`src/shared/asc_pkg.sv`:
```
package asc_pkg;
	// Register byte addresses on the bus
	localparam logic [11:0] ASC_CTRL0_ADDR = 12'h000;
	localparam logic [11:0] ASC_CTRL1_ADDR = 12'h004;
	localparam logic [11:0] ASC_RESH_ADDR = 12'h008;
	localparam logic [11:0] ASC_RESL_ADDR = 12'h00C;
	// Field positions in converter_control_zero
	localparam int ASC_ENABLE_BIT = 0;
	localparam int ASC_GO_BIT = 1;
	localparam int ASC_CHAN_LSB = 2;
	localparam int ASC_CLKSEL_LSB = 6;
	// Field positions in converter_control_one
	localparam int ASC_POSREF_BIT = 4;
	localparam int ASC_NEGREF_BIT = 5;
	localparam int ASC_FORMAT_BIT = 7;
	localparam logic [7:0] ASC_CTRL1_MASK = 8'hB0;
	// Reset values
	localparam logic [7:0] ASC_CTRL0_RST = 8'h00;
	localparam logic [7:0] ASC_CTRL1_RST = 8'h00;
	// Clock select codes
	localparam logic [1:0] ASC_CLK_DIV2 = 2'h0;
	localparam logic [1:0] ASC_CLK_DIV8 = 2'h1;
	localparam logic [1:0] ASC_CLK_DIV32 = 2'h2;
	localparam logic [1:0] ASC_CLK_OSC = 2'h3;
	// Timing: system clock 25 MHz, oscillator at most 500 kHz
	localparam int ASC_SYS_KHZ = 25000;
	localparam int ASC_OSC_MAX_KHZ = 500;
	// Longest period rounds up so frequency stays at or below the maximum
	localparam int ASC_OSC_DIV = (ASC_SYS_KHZ + ASC_OSC_MAX_KHZ - 1) / ASC_OSC_MAX_KHZ;
	localparam int ASC_CONV_PERIODS = 11;
	localparam int ASC_ABORT_PERIODS = 2;
	typedef enum logic [2:0] {
		ASC_IDLE = 3'b001,
		ASC_CONV = 3'b010,
		ASC_WAIT = 3'b100
	} asc_state_type;
endpackage : asc_pkg

```
`src/rtl/asc_adc_ctrl.sv`:
```
`timescale 1ns/1ps
// How it works
// RULE1 - clock select picks div2, div8, div32, oscillator
// RULE2 - oscillator period derived at most 500 kHz
// RULE3 - four bit channel field drives analog mux
// RULE4 - writing go starts conversion, reads one meanwhile
// RULE5 - go clears itself when conversion finishes
// RULE6 - enable bit powers converter, clear holds off
// RULE7 - format bit one right, zero left
// RULE8 - negative reference pin or ground select
// RULE9 - positive reference pin or supply select
// RULE10 - left format high byte holds bits 9..2
// RULE11 - left format low byte top holds 1..0
// RULE12 - right format high byte low holds 9..8
// RULE13 - right format low byte holds 7..0
// RULE14 - software ignores reserved low result bits
// RULE15 - unused control one bits read zero
// RULE16 - reset clears controls, results stay unknown
// RULE17 - software waits acquisition before starting
// RULE18 - hold capacitor never discharged after conversion
// RULE19 - conversion lasts eleven conversion clock periods
// RULE20 - completion clears go, pulses flag, loads result
// RULE21 - abort keeps result, waits two periods
// RULE22 - special event trigger sets go itself
// RULE23 - done flag pulses on every completion
module asc_adc_ctrl
	import asc_pkg::*;
(
	input wire logic clk,
	input wire logic rst,
	input wire logic hsel,
	input wire logic [31:0] haddr,
	input wire logic [1:0] htrans,
	input wire logic hwrite,
	input wire logic [2:0] hsize,
	input wire logic [31:0] hwdata,
	input wire logic hready,
	output logic [31:0] hrdata,
	output logic hreadyout,
	output logic hresp,
	input wire logic special_trigger,
	input wire logic [9:0] conversion_result,
	output logic converter_enable,
	output logic [3:0] input_channel_select,
	output logic pos_reference_select,
	output logic neg_reference_select,
	output logic hold_discharge,
	output logic conv_strobe,
	output logic conv_start,
	output logic conversion_done_flag
);
	typedef struct packed {
		logic [7:0] ctrl0;
		logic [7:0] ctrl1;
		logic [7:0] res_hi;
		logic [7:0] res_lo;
		asc_state_type state;
		logic [5:0] div_cnt;
		logic [3:0] tad_cnt;
		logic strobe;
		logic start;
		logic done;
		logic wr_pend;
		logic [11:0] wr_addr;
		logic [31:0] rdata;
	} asc_regs_type;

	asc_regs_type state_r;
	asc_regs_type state_nxt;
	logic [5:0] div_lim;
	logic tick;
	logic [7:0] wbyte;
	logic [11:0] a_addr;
	logic go_clr;

	// Conversion clock divider limit per selection
	always_comb begin
		case (state_r.ctrl0[ASC_CLKSEL_LSB +: 2]) // RULE1
			ASC_CLK_DIV2: div_lim = 6'd1;
			ASC_CLK_DIV8: div_lim = 6'd7;
			ASC_CLK_DIV32: div_lim = 6'd31;
			default: div_lim = 6'(ASC_OSC_DIV - 1); // RULE2
		endcase
	end

	assign tick = (state_r.div_cnt >= div_lim);
	assign wbyte = hwdata[7:0];
	assign a_addr = haddr[11:0];
	// Software write of zero to go while busy is an abort
	assign go_clr = state_r.wr_pend && (state_r.wr_addr == ASC_CTRL0_ADDR)
		&& !wbyte[ASC_GO_BIT];

	// Next state: bus slave, go bit, conversion sequencer
	always_comb begin
		state_nxt = state_r;
		state_nxt.strobe = 1'b0;
		state_nxt.start = 1'b0;
		state_nxt.done = 1'b0;
		state_nxt.div_cnt = tick ? 6'd0 : state_r.div_cnt + 6'd1;
		// Address phase capture; zero wait states
		state_nxt.wr_pend = hsel && hready && htrans[1] && hwrite;
		if (hsel && hready && htrans[1]) begin
			state_nxt.wr_addr = a_addr;
			if (a_addr == ASC_CTRL0_ADDR) begin
				state_nxt.rdata = {24'h000000, state_r.ctrl0};
			end else if (a_addr == ASC_CTRL1_ADDR) begin
				state_nxt.rdata = {24'h000000, state_r.ctrl1 & ASC_CTRL1_MASK}; // RULE15
			end else if (a_addr == ASC_RESH_ADDR) begin
				state_nxt.rdata = {24'h000000, state_r.res_hi};
			end else if (a_addr == ASC_RESL_ADDR) begin
				state_nxt.rdata = {24'h000000, state_r.res_lo};
			end else begin
				state_nxt.rdata = 32'h00000000;
			end
		end
		// Data phase write
		if (state_r.wr_pend) begin
			if (state_r.wr_addr == ASC_CTRL0_ADDR) begin
				state_nxt.ctrl0 = wbyte;
			end else if (state_r.wr_addr == ASC_CTRL1_ADDR) begin
				state_nxt.ctrl1 = wbyte & ASC_CTRL1_MASK; // RULE15
			end else if (state_r.wr_addr == ASC_RESH_ADDR) begin
				state_nxt.res_hi = wbyte;
			end else if (state_r.wr_addr == ASC_RESL_ADDR) begin
				state_nxt.res_lo = wbyte;
			end
		end
		// Sequencer: idle until enable, go and a tick, then eleven ticks of conversion
		// An abort parks in the wait state so the hold capacitor can settle
		case (state_r.state)
			ASC_IDLE: begin
				state_nxt.tad_cnt = 4'd0;
				if (state_r.ctrl0[ASC_GO_BIT] && state_r.ctrl0[ASC_ENABLE_BIT] && tick) begin
					state_nxt.state = ASC_CONV; // RULE4
					state_nxt.start = 1'b1;
				end
			end
			ASC_CONV: begin
				if (!state_r.ctrl0[ASC_ENABLE_BIT] || go_clr) begin
					// Abort: result untouched
					state_nxt.state = ASC_WAIT; // RULE21
					state_nxt.tad_cnt = 4'd0;
					state_nxt.ctrl0[ASC_GO_BIT] = 1'b0;
				end else if (tick) begin
					state_nxt.strobe = 1'b1;
					state_nxt.tad_cnt = state_r.tad_cnt + 4'd1;
					if (state_r.tad_cnt == 4'(ASC_CONV_PERIODS - 1)) begin // RULE19
						state_nxt.state = ASC_IDLE;
						state_nxt.done = 1'b1; // RULE20 RULE23
						state_nxt.ctrl0[ASC_GO_BIT] = 1'b0; // RULE5
						if (state_r.ctrl1[ASC_FORMAT_BIT]) begin // RULE7
							state_nxt.res_hi = {6'h00, conversion_result[9:8]}; // RULE12
							state_nxt.res_lo = conversion_result[7:0]; // RULE13
						end else begin
							state_nxt.res_hi = conversion_result[9:2]; // RULE10
							state_nxt.res_lo = {conversion_result[1:0], 6'h00}; // RULE11
						end
					end
				end
			end
			ASC_WAIT: begin
				if (tick) begin
					state_nxt.tad_cnt = state_r.tad_cnt + 4'd1;
					if (state_r.tad_cnt == 4'(ASC_ABORT_PERIODS - 1)) begin
						state_nxt.state = ASC_IDLE; // RULE21
					end
				end
			end
			default: state_nxt.state = ASC_IDLE;
		endcase
		// Hardware trigger sets go last, so it wins over any clear this cycle
		if (special_trigger && state_r.ctrl0[ASC_ENABLE_BIT]) begin
			state_nxt.ctrl0[ASC_GO_BIT] = 1'b1; // RULE22
		end
	end

	// State register; results are not reset so they start unknown
	always_ff @(posedge clk) begin
		if (rst) begin
			state_r.ctrl0 <= ASC_CTRL0_RST; // RULE16
			state_r.ctrl1 <= ASC_CTRL1_RST; // RULE16
			state_r.state <= ASC_IDLE;
			state_r.div_cnt <= 6'd0;
			state_r.tad_cnt <= 4'd0;
			state_r.strobe <= 1'b0;
			state_r.start <= 1'b0;
			state_r.done <= 1'b0;
			state_r.wr_pend <= 1'b0;
			state_r.wr_addr <= 12'h000;
			state_r.rdata <= 32'h00000000;
			state_r.res_hi <= state_nxt.res_hi;
			state_r.res_lo <= state_nxt.res_lo;
		end else begin
			state_r <= state_nxt;
		end
	end

	// Outputs straight from flops; bus ready, response and hold discharge tied constant
	assign hrdata = state_r.rdata;
	assign hreadyout = 1'b1;
	assign hresp = 1'b0;
	assign converter_enable = state_r.ctrl0[ASC_ENABLE_BIT]; // RULE6
	assign input_channel_select = state_r.ctrl0[ASC_CHAN_LSB +: 4]; // RULE3
	assign pos_reference_select = state_r.ctrl1[ASC_POSREF_BIT]; // RULE9
	assign neg_reference_select = state_r.ctrl1[ASC_NEGREF_BIT]; // RULE8
	assign hold_discharge = 1'b0; // RULE18
	assign conv_strobe = state_r.strobe;
	assign conv_start = state_r.start;
	assign conversion_done_flag = state_r.done;

	// Checks
	conv_len_a: assert property (@(posedge clk) disable iff (rst) // RULE19
		conv_start |-> !conversion_done_flag [*3])
		else $error("done too early after start");
	done_go_a: assert property (@(posedge clk) disable iff (rst) // RULE5
		conversion_done_flag |-> !state_r.ctrl0[ASC_GO_BIT] || $past(special_trigger))
		else $error("go still set at done");
	start_en_a: assert property (@(posedge clk) disable iff (rst) // RULE4
		conv_start |-> $past(converter_enable))
		else $error("start while disabled");
	ctrl1_zero_a: assert property (@(posedge clk) disable iff (rst) // RULE15
		(state_r.ctrl1 & ~ASC_CTRL1_MASK) == 8'h00)
		else $error("unused control bits set");
	left_fmt_a: assert property (@(posedge clk) disable iff (rst) // RULE11
		conversion_done_flag && !state_r.ctrl1[ASC_FORMAT_BIT]
		|-> state_r.res_lo[5:0] == 6'h00 && state_r.res_hi == $past(conversion_result[9:2]))
		else $error("left format wrong");
	right_fmt_a: assert property (@(posedge clk) disable iff (rst) // RULE12
		conversion_done_flag && state_r.ctrl1[ASC_FORMAT_BIT]
		|-> state_r.res_hi[7:2] == 6'h00 && state_r.res_lo == $past(conversion_result[7:0]))
		else $error("right format wrong");
	done_pulse_a: assert property (@(posedge clk) disable iff (rst) // RULE23
		conversion_done_flag |=> !conversion_done_flag)
		else $error("done not a pulse");
	abort_wait_a: assert property (@(posedge clk) disable iff (rst) // RULE21
		state_r.state == ASC_CONV && go_clr && converter_enable
		|=> state_r.state == ASC_WAIT && !conversion_done_flag)
		else $error("abort not handled");
	trig_go_a: assert property (@(posedge clk) disable iff (rst) // RULE22
		special_trigger && converter_enable |=> state_r.ctrl0[ASC_GO_BIT])
		else $error("trigger ignored");
	no_dis_a: assert property (@(posedge clk) disable iff (rst) // RULE18
		!hold_discharge)
		else $error("hold discharged");
	conv_done_c: cover property (@(posedge clk) disable iff (rst) conversion_done_flag);
	abort_c: cover property (@(posedge clk) disable iff (rst) state_r.state == ASC_WAIT);
	trig_c: cover property (@(posedge clk) disable iff (rst) special_trigger && conv_start);
	right_done_c: cover property (@(posedge clk) disable iff (rst)
		conversion_done_flag && state_r.ctrl1[ASC_FORMAT_BIT]);
	osc_done_c: cover property (@(posedge clk) disable iff (rst)
		conversion_done_flag && state_r.ctrl0[ASC_CLKSEL_LSB +: 2] == ASC_CLK_OSC);

	// Sequencer shape: exactly one state at a time
	state_hot_a: assert property (@(posedge clk) disable iff (rst) // RULE4
		$onehot(state_r.state))
		else $error("sequencer state not one-hot");

	// A start only leaves idle and begins at the first period
	start_idle_a: assert property (@(posedge clk) disable iff (rst) // RULE4
		conv_start |-> state_r.state == ASC_CONV && state_r.tad_cnt == 4'd0
		&& $past(state_r.state) == ASC_IDLE)
		else $error("start not from idle");

	// A start needs go set beforehand
	start_go_a: assert property (@(posedge clk) disable iff (rst) // RULE4
		conv_start |-> $past(state_r.ctrl0[ASC_GO_BIT]))
		else $error("start without go");

	// Go reads one all through a conversion
	busy_go_a: assert property (@(posedge clk) disable iff (rst) // RULE4
		state_r.state == ASC_CONV |-> state_r.ctrl0[ASC_GO_BIT])
		else $error("go low while converting");

	// Strobes come only out of the converting state
	strobe_conv_a: assert property (@(posedge clk) disable iff (rst) // RULE19
		conv_strobe |-> $past(state_r.state) == ASC_CONV)
		else $error("strobe outside conversion");

	// Period counter never passes the conversion length
	tad_range_a: assert property (@(posedge clk) disable iff (rst) // RULE19
		state_r.state == ASC_CONV |-> state_r.tad_cnt < 4'(ASC_CONV_PERIODS))
		else $error("period count overrun");

	// Completion lands on the last strobe
	done_strobe_a: assert property (@(posedge clk) disable iff (rst) // RULE19
		conversion_done_flag |-> conv_strobe)
		else $error("done without last strobe");

	// Fastest clock still gives strobes at least two cycles apart
	strobe_gap_a: assert property (@(posedge clk) disable iff (rst) // RULE1
		conv_strobe |-> !$past(conv_strobe))
		else $error("strobes back to back");

	// Divider never counts past the slowest setting
	div_range_a: assert property (@(posedge clk) disable iff (rst) // RULE2
		state_r.div_cnt <= 6'(ASC_OSC_DIV - 1))
		else $error("divider overrun");

	// Completion returns to idle from a conversion
	done_idle_a: assert property (@(posedge clk) disable iff (rst) // RULE20
		conversion_done_flag |-> state_r.state == ASC_IDLE
		&& $past(state_r.state) == ASC_CONV)
		else $error("done from wrong state");

	// Abort wait ends after its second period
	wait_exit_a: assert property (@(posedge clk) disable iff (rst) // RULE21
		state_r.state == ASC_WAIT && tick && state_r.tad_cnt == 4'(ASC_ABORT_PERIODS - 1)
		|=> state_r.state == ASC_IDLE)
		else $error("abort wait too long");

	// Abort wait does not end between ticks
	wait_hold_a: assert property (@(posedge clk) disable iff (rst) // RULE21
		state_r.state == ASC_WAIT && !tick |=> state_r.state == ASC_WAIT)
		else $error("abort wait cut short");

	// No new conversion straight out of the wait
	wait_start_a: assert property (@(posedge clk) disable iff (rst) // RULE21
		state_r.state == ASC_WAIT |=> !conv_start)
		else $error("start during abort wait");

	// Clearing enable mid-conversion aborts it
	dis_abort_a: assert property (@(posedge clk) disable iff (rst) // RULE6
		state_r.state == ASC_CONV && !converter_enable |=> state_r.state == ASC_WAIT)
		else $error("disable did not abort");

	// A disabled converter never starts
	off_start_a: assert property (@(posedge clk) disable iff (rst) // RULE6
		!converter_enable |=> !conv_start)
		else $error("start while off");

	// Right format puts the top two bits low in the high byte
	right_hi_a: assert property (@(posedge clk) disable iff (rst) // RULE12
		conversion_done_flag && $past(state_r.ctrl1[ASC_FORMAT_BIT])
		|-> state_r.res_hi[1:0] == $past(conversion_result[9:8]))
		else $error("right high byte wrong");

	// Left format puts the bottom two bits on top of the low byte
	left_lo_a: assert property (@(posedge clk) disable iff (rst) // RULE11
		conversion_done_flag && !$past(state_r.ctrl1[ASC_FORMAT_BIT])
		|-> state_r.res_lo[7:6] == $past(conversion_result[1:0]))
		else $error("left low byte wrong");

	// Registers are one byte wide; the rest of the word reads zero
	rdata_upper_a: assert property (@(posedge clk) disable iff (rst) // RULE15
		hrdata[31:8] == 24'h000000)
		else $error("read data upper bits set");
endmodule : asc_adc_ctrl

```
`config.mk`:
```
export PLATFORM = sky130hd
export DESIGN_NAME = asc_adc_ctrl
export DESIGN_NICKNAME = d
export VERILOG_FILES = /design/src/shared/asc_pkg.sv /design/src/rtl/asc_adc_ctrl.sv
export SDC_FILE = /design/constraint.sdc
export NUM_CORES = 1
export LEC_CHECK = 0
export ABC_CLOCK_PERIOD_IN_PS = 2100
export BUFFER_PORTS_ARGS = -buffer_cell sky130_fd_sc_hd__buf_4
export CAP_MARGIN = 25
export CORE_MARGIN = 2
export CORE_UTILIZATION = 45
export CTS_CLUSTER_DIAMETER = 100
export DETAILED_ROUTE_END_ITERATION = 10
export PLACE_DENSITY = 0.77
export SLEW_MARGIN = 40
export SYNTH_ARGS = -nofsm -noshare
export SYNTH_HDL_FRONTEND = slang
export SYNTH_SLANG_ARGS = --single-unit
```
`constraint.sdc`:
```
create_clock -name clk -period 2.1 [get_ports clk]
set_input_delay 0.105 -clock clk [delete_from_list [all_inputs] [get_ports clk]]
set_output_delay 0.105 -clock clk [all_outputs]
set_load 0.05 [all_outputs]
```
### Word-level counts from Yosys, hierarchy flattened

Index checks and enable logic that the tools add are counted.
W data, S select, Z words.

* register bits: 88
* bits in latches: 0
* RAM bits: 0
* bits in read-only memories: 0
* input port bits: 85
* output and inout port bits: 45
* word-level logic and storage cells: 96
* memories kept: 0

* add/sub/neg operators: 2
* multiply operators: 0
* div/mod/pow operators: 0
* $lt $le $gt $ge: 1
* eq/ne operators: 18
* shift-type cells: 0
* multiplexer cells: 34
* bitwise logic cells: 4
* reduce and logical (&&, ||, !) cells: 23

Operators by type and width (count)
* $mux W16: 4
* $mux W8: 8
* $eq A12 B4 Y1 const B: 4
* $mux W19: 2
* $mux W26: 1
* $eq A12 B3 Y1 const B: 2
* $logic_not A12 Y1: 2
* $mux W24: 1
* $pmux W6 S3: 1
* $mux W3: 4
* $pmux W4 S3: 1
* $pmux W3 S3: 1
* $logic_and A1 B1 Y1: 8
* $mux W4: 2
* $mux W1: 7
* $add A6 B1 Y6 const B: 1
* $ge A6 B6 Y1: 1
* $ne A2 B2 Y1 const B: 3
* $ne A3 B3 Y1 const B: 2
* $reduce_and A3 Y1: 2
* $mux W5: 1
* $reduce_and A5 Y1: 1
* $add A4 B1 Y4 const B: 1
* $eq A4 B1 Y1 const B: 1
* other kinds (16): 21

### Longest topological paths before layout

Gate-level depths: netlist of run 1.

* depth in word-level cells: 11
* depth in mapped cells: 10
* mapped depth without buffers: 9

### Worst setup path before layout of run 1

Ideal clock, no wire load.

* path kind: flip-flop to flip-flop
* start: register state_r[91] in the netlist's numbering
* end: register state_r[66] in the netlist's numbering
* library setup time: 0.072 ns
* arrival time: 2.122 ns
* required time: 2.028 ns
* path slack: -0.094 ns
* cell stages (with the launch flop): 10
* path buffers: 1
* clock period less this slack: 2.194 ns
* cell sequence: dfxtp_1 inv_1 ha_1 ha_1 nand4_1 o22ai_2 nor2_2 nor3_4 buf_6 mux2i_1

RTL lines
* start, declared: RTL line asc_adc_ctrl.sv:68 `asc_regs_type state_r;`
* start signal, assigned: RTL line asc_adc_ctrl.sv:194 `state_r <= state_nxt;`

==> flow_summary_export.csv, run 1 <==
group,metric,value,unit
sta,drv_slew,0,
critical_path,crit_fanout,8,
floorplan,start_util,46.8,%
grt,grt_max_degree,40,
floorplan,fp-row-count,31,
power_and_ir_drop,p_leak,1.69,nW
critical_path,critPathBufInv,2,
logic_synthesis,async_flop_share,0,%
logic_synthesis,seq_area_frac_synth,37.5,%
logic_synthesis,synth_cell_types,50,
outcome,violations,"negative setup slack",
grt,grt_usage,16.8,%
sta,fin_hold_ws,10.5,ps
sta,setup_slack,-54.2,ps
grt,overflow,0,
clocking,numCtsBuffers,9,
sta,slew_headroom,51.0,%
place,place_congestion,0.915,
critical_path,worst_r2r_path_depth,9,
critical_path,cp_cell_sequence,"inv_2, ha_4, ha_4, nand4_1, o22ai_4, nor2_4, nor3_4, clkbuf_16, mux2i_1",
sta,min_period,2150,ps
logic_synthesis,synth_edf_count,0,
critical_path,cpMostUsedCell,"ha_4",
logic_synthesis,synth_area_per_cell,9.15,um^2
clocking,cts.sinks,64,
critical_path,timing.critical_path.depth,9,
floorplan,core-area,7290,um^2
critical_path,cp-end-kind,"flip-flop",
sta,fin_skew,8.58,ps
sta,setup_viol,16,
floorplan,dieHeight,91.1,um
grt,grt_pass1_wl,11.1,mm
flow_run,maxCapViolations,0,
sta,rsz0062_at_grt,"true",
grt,antenna_found_initial,0,
power_and_ir_drop,comb_power_share,20.3,%
floorplan,io_pins,130,
clocking,clkLatencyLatePin,350,ps
place,hpwlAfterDp,4.97,mm
power_and_ir_drop,ir_drop,428,uV
logic_synthesis,synth.top_cell.area_share,37.5,%
power_and_ir_drop,internal-power,2.30,mW
logic_synthesis,netlist_area,3410,um^2
final_layout,fillers,658,
logic_synthesis,synth_common_cells,"dfxtp_1, mux2i_1, nand2_1, buf_4, a21oi_1",
place,dp_slack,-65.8,ps
final_layout,drive_above_1_share,25.1,%
routing,wl_per_cell,13.9,um
final_layout,area_growth,19.6,%
power_and_ir_drop,seq_power_share,40.5,%
sta,finalCritPeriodShare,103,%
logic_synthesis,yosysMostFrequentCell,"dfxtp_1",
final_layout,final_net_count,509,
routing,drt_iter0_drc,88,
critical_path,r2r_setup_slack,-50,ps
logic_synthesis,synth_warnings,0,
logic_synthesis,synth-seq-cells,64,
clocking,root_buffer,"clkbuf_8",
logic_synthesis,synthFlopType,"dfxtp_1",
power_and_ir_drop,cellPowerDensity,785,nW/um^2
critical_path,crit_start,"state_r[91]$_SDFFE_PP0N_",
floorplan,die_width,91.1,um
critical_path,crit_family,"simple AND/OR/NAND/NOR gates",
power_and_ir_drop,power_switching,908,uW
routing,vias_per_cell,4.96,
floorplan,die_area,8300,um^2
clocking,cts_buffer_depth,2,
critical_path,crit_type,"reg2reg",
worst_hold_path,worst_hold_path_type,"in2reg",
logic_synthesis,netlist_instances,373,
final_layout,diodes,0,
clocking,cts_tree,"built",
sta,hold_viol_final,0,
power_and_ir_drop,p_sw_share,28.3,%
routing,routed_wl,7.21,mm
routing,drc,0,
routing,first_pass_iters,4,
critical_path,crit_path_max_incr_delay,370,ps
critical_path,worstSetupStartpointType,"flip-flop",
critical_path,arrival,2430,ps
clocking,htreeDepth,3,
outcome,status,"finished with violations",
sta,fmax,464,MHz
place,port-buffer-count,54,
grt,grt_pass1_vias,2374,
clocking,path_clk_slew,70,ps
critical_path,cp.required,2380,ps
critical_path,cp_slowest_cell,"dfxtp_4",
routing,via_count,2566,
critical_path,critPathCapture,"state_r[70]$_DFF_P_",
routing,final_antenna_net_count,0,
logic_synthesis,synth_top_cell_by_area,"dfxtp_1",
logic_synthesis,yosys-top-cells-area,"dfxtp_1, mux2i_1, buf_4",
sta,tightestPinTransition,732,ps
power_and_ir_drop,clkPwrFrac,39.3,%
critical_path,timing.rr.start,"state_r[91]$_SDFFE_PP0N_",
critical_path,r2r_end,"state_r[70]$_DFF_P_",
==> stage by stage <==
stage,util (%),TNS (ps),power (mW),area [um^2],instances
after floorplan,-,0,1.77,3540,398
after global placement,51.0,0,1.84,3720,495
after detailed placement,51.0,-164,1.86,3720,495
after CTS,54.4,0,3.12,3970,511
after global routing,56.0,-2120,3.33,4090,517
final,56.0,-458,3.21,4090,517
==> registers in the layout, summed over array words and instances, names as in the netlist <==
name                  flops
neg_reference_select      1
conv_start                1
pos_reference_select      1
conv_strobe               1
input_channel_select      4
converter_enable          1
state_r                  46
conversion_done_flag      1
hrdata                    8
==> placed cells by master, fill, tap and decap left out, types with 3 or more instances in the layout <==
cell       Yosys  layout
mux4_2         3       3
bufinv_16      0       3
ha_4           0       4
nand3_1       18      18
clkbuf_8       0       9
conb_1         2      27
nand2b_1       8       8
dfxtp_1       64      62
a21oi_1       27      25
nand2_1       43      43
buf_4         39      60
nor3_1         3       3
xnor2_1        3       3
inv_1          8       7
o21ai_0        9       9
ha_1          11       6
nor2_1        23      23
mux2i_1       51      51
==> tightest hold or removal path, cell delays in order <==
cell     delay, ps
buf_4          110
nand2_1         50
a21oi_1         50
==> repair_timing <==
action                                 in CTS  in global routing
resized for setup                           2                  9
endpoints found under the hold margin       0                  1
buffers inserted                            0                  4
hold buffers                                0                  1
cloned                                      0                  1
setup endpoints to repair                   4                 29
==> cell families after synthesis <==
| family | after synthesis | share of synthesized area, % |
|---|---|---|
| AO/OA/AOI/OAI | 49 | 9.09 |
| XOR/XNOR | 5 | 1.28 |
| adder cells (fa/ha/maj) | 11 | 4.03 |
| buffers and inverters | 67 | 12.0 |
| flip-flops | 64 | 37.5 |
| multiplexers | 55 | 17.3 |
| other | 2 | 0.220 |
| AND/OR/NAND/NOR | 120 | 18.6 |
==> power groups by stage <==
stage	clock network, mW	logic, mW	registers (mW)
after floorplan	0	0.451	1.32
final	1.26	0.649	1.30
after CTS	1.27	0.547	1.30
after global placement	0	0.521	1.32
after global routing	1.33	0.700	1.30
after detailed placement	0	0.533	1.32
==> final cells by class <==
cell class                      instances  area [um^2]  area share, %
Timing Repair Buffer                   63          505           12.4
Clock inverter                          6          108           2.63
Tap cell                               99          124           3.03
Sequential cell                        64         1290           31.5
Multi-Input combinational cell        267         1900           46.6
Inverter                                8         30.0          0.735
Clock buffer                           10          128           3.12
==> worst min path at each step <==
stage,to,cells past startpoint,start,slack (ps)
global route,state_r[41]$_SDFFE_PP0P_,3,haddr[9],4
detailed placement,state_r[40]$_SDFFE_PP0P_,3,haddr[8],370
finish,state_r[33]$_SDFFE_PP0P_,3,haddr[1],10
floorplan,state_r[40]$_SDFFE_PP0P_,2,haddr[8],240
global placement,input_channel_select[1]$_SDFFE_PP0N_,3,hwdata[3],360
CTS,state_r[40]$_SDFFE_PP0P_,3,haddr[8],2
==> metal layers <==
metal  GRT usage [%]  share of wire (%)  up-vias
met5               0                  0        -
met4            7.58                2.0        0
met3            4.90                5.0       13
met2            26.7                 49       76
met1            21.1                 44     1186
li1                -                  -     1291
(Power assumes the default switching activity.)
==> run 2: changes to the inputs <==
--- a/config.mk
+++ b/config.mk
@@ -5,14 +5,16 @@
 export SDC_FILE = /design/constraint.sdc
 export NUM_CORES = 1
 export LEC_CHECK = 0
+export ABC_AREA = 1
 export ABC_CLOCK_PERIOD_IN_PS = 2100
 export BUFFER_PORTS_ARGS = -buffer_cell sky130_fd_sc_hd__buf_4
 export CAP_MARGIN = 25
 export CORE_MARGIN = 2
-export CORE_UTILIZATION = 45
+export CORE_UTILIZATION = 46
 export CTS_CLUSTER_DIAMETER = 100
 export DETAILED_ROUTE_END_ITERATION = 10
 export PLACE_DENSITY = 0.77
+export SKIP_CTS_REPAIR_TIMING = 1
 export SLEW_MARGIN = 40
 export SYNTH_ARGS = -nofsm -noshare
 export SYNTH_HDL_FRONTEND = slang
==> run 2 against run 1 <==
  * Sequential power grew 9%
  * Clock skew shrank 1.3 ps
  * Total power rose by 10%
  * Cell count increased by 37%
  * Via count grew 39%
  * The run still ends with negative setup slack left
  * Clock power shrank 14%
  * Synthesized cell count increased by 46%
  * Flip-flop and latch count unchanged
  * Clock-buffer cell count rose by 3
  * Fmax fell by 2.1%
  * Largest power group unchanged
  * Critical path depth rose by 5
  * Wire length up 24%
==> flow_summary_export.csv, run 2 <==
group,metric,value,unit
place,hpwlAfterDp,6.43,mm
floorplan,start_util,47.8,%
critical_path,r2r_end,"state_r[62]$_DFF_P_",
clocking,numCtsBuffers,9,
final_layout,max_flop_register,"state_r",
place,place_congestion,0.899,
final_layout,final_net_count,695,
sta,slew_headroom,59.8,%
logic_synthesis,synth_cell_types,29,
final_layout,multi_input_area,2090,um^2
sta,drv_slew,0,
critical_path,worstSetupStartpointType,"flip-flop",
clocking,htreeDepth,3,
logic_synthesis,seq_area_frac_synth,34.5,%
worst_hold_path,min_path_cells,3,
logic_synthesis,synthFlopType,"dfxtp_1",
sta,setup_slack,-100,ps
logic_synthesis,synth-seq-cells,64,
clocking,path_clk_slew,70,ps
floorplan,core-area,7770,um^2
routing,wl_met2,4.40,mm
logic_synthesis,yosys-top-cells-area,"dfxtp_1, nand2_1, buf_4",
floorplan,fp-row-count,32,
routing,final_antenna_net_count,0,
sta,rsz0062_at_grt,"true",
power_and_ir_drop,power,3.53,mW
power_and_ir_drop,p_leak,2.08,nW
sta,fin_hold_ws,2.61,ps
worst_hold_path,hold_end,"state_r[44]$_SDFF_PP0_",
routing,routed_wl,8.96,mm
logic_synthesis,synth_area_per_cell,6.80,um^2
critical_path,cp.required,2380,ps
final_layout,seqCellArea,1290,um^2
clocking,cts_tree,"built",
place,placed_cell_area,4030,um^2
sta,fin_skew,7.25,ps
routing,first_pass_iters,5,
logic_synthesis,synth_common_cells,"nand2_1, dfxtp_1, inv_1, o21ai_0, nor2_1",
floorplan,io_pins,130,
final_layout,final_common_cell,"nand2_1",
sta,finalCritPeriodShare,105,%
final_layout,area_growth,21.8,%
sta,setup_viol,17,
final_layout,drive_above_1_share,21.5,%
place,port-buffer-count,54,
sta,tightestPinTransition,599,ps
clocking,cts_buffer_depth,2,
floorplan,die_width,93.8,um
logic_synthesis,synth.top_cell.area_share,34.5,%
grt,grt_max_degree,29,
critical_path,worst_r2r_path_depth,14,
logic_synthesis,netlist_instances,546,
routing,drc,0,
clocking,cts.sinks,64,
routing,highest_layer,"met4",
critical_path,timing.rr.start,"state_r[91]$_SDFFE_PP0N_",
grt,grt_pass1_vias,3200,
floorplan,die_area,8810,um^2
sta,hold_viol_final,0,
final_layout,instances_no_fill,706,
critical_path,crit_type,"reg2reg",
logic_synthesis,synth_edf_count,0,
routing,wl_met1,3.81,mm
final_layout,fin_util,58.2,%
final_layout,final_area,4520,um^2
final_layout,most-common-layout-cells,"nand2_1, buf_4, dfxtp_1",
clocking,root_buffer,"clkbuf_8",
place,place_inst,680,
outcome,status,"finished with violations",
sta,finalSetupTns,-1240,ps
power_and_ir_drop,cellPowerDensity,781,nW/um^2
critical_path,crit_fanout,7,
routing,drt_iter0_drc,207,
place,dp_slack,-77.0,ps
flow_run,maxCapViolations,0,
final_layout,largest_reg_flops,46,
grt,antenna_found_initial,0,
final_layout,diodes,0,
logic_synthesis,synth_top_cell_by_area,"dfxtp_1",
power_and_ir_drop,ir_drop,429,uV
routing,via_count,3567,
logic_synthesis,async_flop_share,0,%
sta,min_period,2200,ps
logic_synthesis,yosysMostFrequentCell,"nand2_1",
routing,vias_per_cell,5.05,
critical_path,cp-end-kind,"flip-flop",
critical_path,arrival,2490,ps
routing,wl_met3,498,um
floorplan,dieHeight,93.8,um
outcome,violations,"negative setup slack",
logic_synthesis,netlist_area,3710,um^2
worst_hold_path,hp-start,"hwrite",
routing,wl_per_cell,12.7,um
worst_hold_path,worst_hold_path_type,"in2reg",
critical_path,r2r_setup_slack,-100,ps
clocking,clkLatencyLatePin,350,ps
grt,overflow,0,
logic_synthesis,synth_warnings,0,
final_layout,fillers,724,
grt,grt_usage,20.3,%
sta,fmax,454,MHz
grt,grt_pass1_wl,14.2,mm
==> run 2: worst max path at each step <==
stage | to | cells past startpoint | start | slack [ps]
floorplan | state_r[48]$_SDFFE_PP0P_ | 15 | state_r[91]$_SDFFE_PP0N_ | 150
global placement | state_r[50]$_SDFFE_PP0P_ | 16 | state_r[91]$_SDFFE_PP0N_ | -10
detailed placement | state_r[51]$_SDFFE_PP0P_ | 16 | state_r[91]$_SDFFE_PP0N_ | -80
CTS | state_r[48]$_SDFFE_PP0P_ | 16 | state_r[91]$_SDFFE_PP0N_ | -100
global route | state_r[74]$_DFF_P_ | 14 | state_r[91]$_SDFFE_PP0N_ | -200
finish | state_r[62]$_DFF_P_ | 14 | state_r[91]$_SDFFE_PP0N_ | -100
==> run 2: where the power goes <==
| part | total (mW) | internal (mW) | switching, mW |
|---|---|---|---|
| Sequential | 1.42 | 1.32 | 0.0978 |
| Clock | 1.08 | 0.610 | 0.472 |
| Combinational | 1.02 | 0.398 | 0.626 |
| Total | 3.53 | 2.33 | 1.20 |
==> run 2: layout make-up <==
class | count | area share (%)
Clock buffer | 13 | 3.51
Sequential cell | 64 | 28.5
Clock inverter | 3 | 0.885
Tap cell | 102 | 2.82
Multi-Input combinational cell | 389 | 46.1
Inverter | 60 | 5.04
Timing Repair Buffer | 75 | 13.1
==> run 2: logic make-up (layout without fill, tap and decap cells) <==
group           Yosys count  in the layout  share of synthesized area, %
simple gates            251            251                          30.5
buf+inv                 118            151                          16.7
compound gates           94             94                          12.8
flops                    64             64                          34.5
fa+ha+maj                11             11                          3.71
mux                       4              4                          1.08
other cells               2             27                         0.202
xor+xnor                  2              2                         0.472
==> run 2: metal layers <==
layer | global-route usage, % | vias to the layer above
li1 | - | 1801
met1 | 24.9 | 1626
met2 | 34.6 | 118
met3 | 4.74 | 22
met4 | 7.61 | 0
met5 | 0 | -
==> run 2: critical path: stages, from the launching register on <==
cell,delay (ps)
dfxtp_4,380
inv_4,40
ha_4,230
ha_4,270
nand2_4,40
nor2_4,120
nand2_2,80
inv_2,70
nor2_4,40
buf_6,110
nor2_4,130
nand4_4,200
inv_1,200
nand3_1,110
nand2_1,100
==> run 3: changes to the inputs <==
--- a/config.mk
+++ b/config.mk
@@ -13,7 +13,7 @@
 export CORE_UTILIZATION = 46
 export CTS_CLUSTER_DIAMETER = 100
 export DETAILED_ROUTE_END_ITERATION = 10
-export PLACE_DENSITY = 0.77
+export PLACE_DENSITY_LB_ADDON = 0.2
 export SKIP_CTS_REPAIR_TIMING = 1
 export SLEW_MARGIN = 40
 export SYNTH_ARGS = -nofsm -noshare
==> run 3 against run 2 <==
  * The run ends with negative hold slack left
  * Die area unchanged
  * Worst hold slack worse by 7.4 ps
  * Non-clock buffer count rose by 2
  * Cell count did not move
  * Clock skew rose by 5.0 ps
  * Largest power group unchanged
==> flow_summary_export.csv, run 3 (synthesis gave the netlist of run 2 again) <==
group,metric,value,unit
clocking,path_clk_slew,70,ps
power_and_ir_drop,ir_drop,332,uV
flow_run,maxCapViolations,0,
place,hpwlAfterDp,6.32,mm
clocking,clkLatencyLatePin,340,ps
sta,tightestPinTransition,621,ps
floorplan,dieHeight,93.8,um
sta,drv_slew,0,
sta,setup_viol,0,
floorplan,die_area,8810,um^2
critical_path,worst_r2r_path_depth,14,
critical_path,crit_fanout,7,
floorplan,fp-row-count,32,
critical_path,cp.required,2330,ps
routing,via_count,3426,
routing,wl_met2,4.12,mm
place,placed_cell_area,4050,um^2
sta,finalCritPeriodShare,98.6,%
routing,routed_wl,8.52,mm
routing,wl_met1,3.83,mm
routing,vias_per_cell,4.85,
final_layout,largest_reg_flops,46,
grt,grt_max_degree,29,
routing,first_pass_iters,4,
outcome,status,"finished with violations",
sta,fmax,483,MHz
grt,overflow,0,
floorplan,die_width,93.8,um
critical_path,r2r_setup_slack,30,ps
critical_path,timing.rr.start,"state_r[91]$_SDFFE_PP0N_",
critical_path,arrival,2300,ps
clocking,cts_buffer_depth,2,
grt,grt_usage,19.6,%
floorplan,core-area,7770,um^2
critical_path,r2r_end,"state_r[74]$_DFF_P_",
grt,grt_pass1_vias,3012,
critical_path,cp-end-kind,"flip-flop",
place,place_inst,681,
sta,finalSetupTns,0,ps
routing,drc,0,
routing,highest_layer,"met4",
routing,drt_iter0_drc,135,
floorplan,io_pins,130,
power_and_ir_drop,cellPowerDensity,753,nW/um^2
critical_path,worstSetupStartpointType,"flip-flop",
clocking,numCtsBuffers,9,
final_layout,fillers,799,
grt,antenna_found_initial,0,
floorplan,start_util,47.8,%
place,place_congestion,0.874,
final_layout,area_growth,18.8,%
final_layout,instances_no_fill,706,
final_layout,diodes,0,
sta,slew_headroom,58.3,%
sta,rsz0062_at_grt,"true",
grt,grt_pass1_wl,13.7,mm
critical_path,crit_type,"reg2reg",
sta,hold_viol_final,1,
routing,wl_per_cell,12.1,um
sta,min_period,2070,ps
clocking,cts_tree,"built",
sta,fin_skew,12.2,ps
power_and_ir_drop,power,3.32,mW
clocking,htreeDepth,3,
routing,final_antenna_net_count,0,
worst_hold_path,hp-start,"conversion_result[8]",
final_layout,final_area,4410,um^2
final_layout,most-common-layout-cells,"nand2_1, buf_4, dfxtp_1",
clocking,cts.sinks,64,
power_and_ir_drop,p_leak,2.07,nW
final_layout,drive_above_1_share,19.0,%
worst_hold_path,hold_end,"state_r[75]$_DFF_P_",
worst_hold_path,worst_hold_path_type,"in2reg",
worst_hold_path,min_path_cells,3,
final_layout,final_net_count,697,
sta,fin_hold_ws,-4.84,ps
routing,wl_met3,433,um
clocking,root_buffer,"clkbuf_8",
outcome,violations,"negative hold slack",
final_layout,final_common_cell,"nand2_1",
final_layout,max_flop_register,"state_r",
place,port-buffer-count,54,
-- run 3: changes by cell type in the layout (fill, tap and decap cells not counted), moves of 3 or more --
cell	previous run	this run
nor2_4	7	3
nand2_1	117	124
a21oi_2	3	0
a21oi_1	29	32
nor2_1	45	48
ha_4	7	4
nand2_2	13	8
-- run 3: worst max-delay path, stage by stage (launching register included) --
cell      delay (ps)
dfxtp_2          340
inv_2             50
ha_4             220
ha_4             260
nand2_2           40
nor2_2           100
nand2_2           70
inv_2             70
nor2_4            40
nor2_4           120
nand4_4          170
buf_6            190
buf_4            120
o211ai_1          80
nand2_1           70
-- run 3: worst max path at each step --
stage / slack [ps] / endpoint / from
after floorplan: 150 / state_r[48]$_SDFFE_PP0P_ / state_r[91]$_SDFFE_PP0N_
after global placement: -20 / state_r[63]$_DFF_P_ / state_r[91]$_SDFFE_PP0N_
after detailed placement: -70 / state_r[64]$_DFF_P_ / state_r[91]$_SDFFE_PP0N_
after CTS: -100 / state_r[64]$_DFF_P_ / state_r[91]$_SDFFE_PP0N_
after global routing: -100 / state_r[74]$_DFF_P_ / state_r[92]$_SDFFE_PP0N_
final: 30 / state_r[74]$_DFF_P_ / state_r[91]$_SDFFE_PP0N_
-- run 3: cell type report --
type | instances | area [um^2] | area share (%)
Multi-Input combinational cell | 389 | 1980 | 44.9
Sequential cell | 64 | 1290 | 29.2
Tap cell | 102 | 128 | 2.89
Timing Repair Buffer | 77 | 617 | 14.0
Clock inverter | 5 | 50.0 | 1.13
Inverter | 60 | 225 | 5.11
Clock buffer | 9 | 124 | 2.81
-- run 3: layer usage --
| metal | GRT usage (%) | up-vias |
|---|---|---|
| met4 | 8.33 | 0 |
| li1 | - | 1814 |
| met2 | 31.6 | 79 |
| met3 | 3.13 | 11 |
| met5 | 0 | - |
| met1 | 26.0 | 1522 |
-- run 3: power breakdown --
group | switching (mW) | total, mW | internal [mW]
clock | 0.457 | 0.984 | 0.526
combinational | 0.567 | 0.914 | 0.347
sequential | 0.0959 | 1.42 | 1.33
-- run 3: through the flow --
stage	util, %	setup WS [ps]
detailed placement	52.1	-68.7
floorplan	-	149
finish	56.8	29.1
global route	56.8	-99.5
CTS	54.3	-95.5
global placement	52.1	-24.9
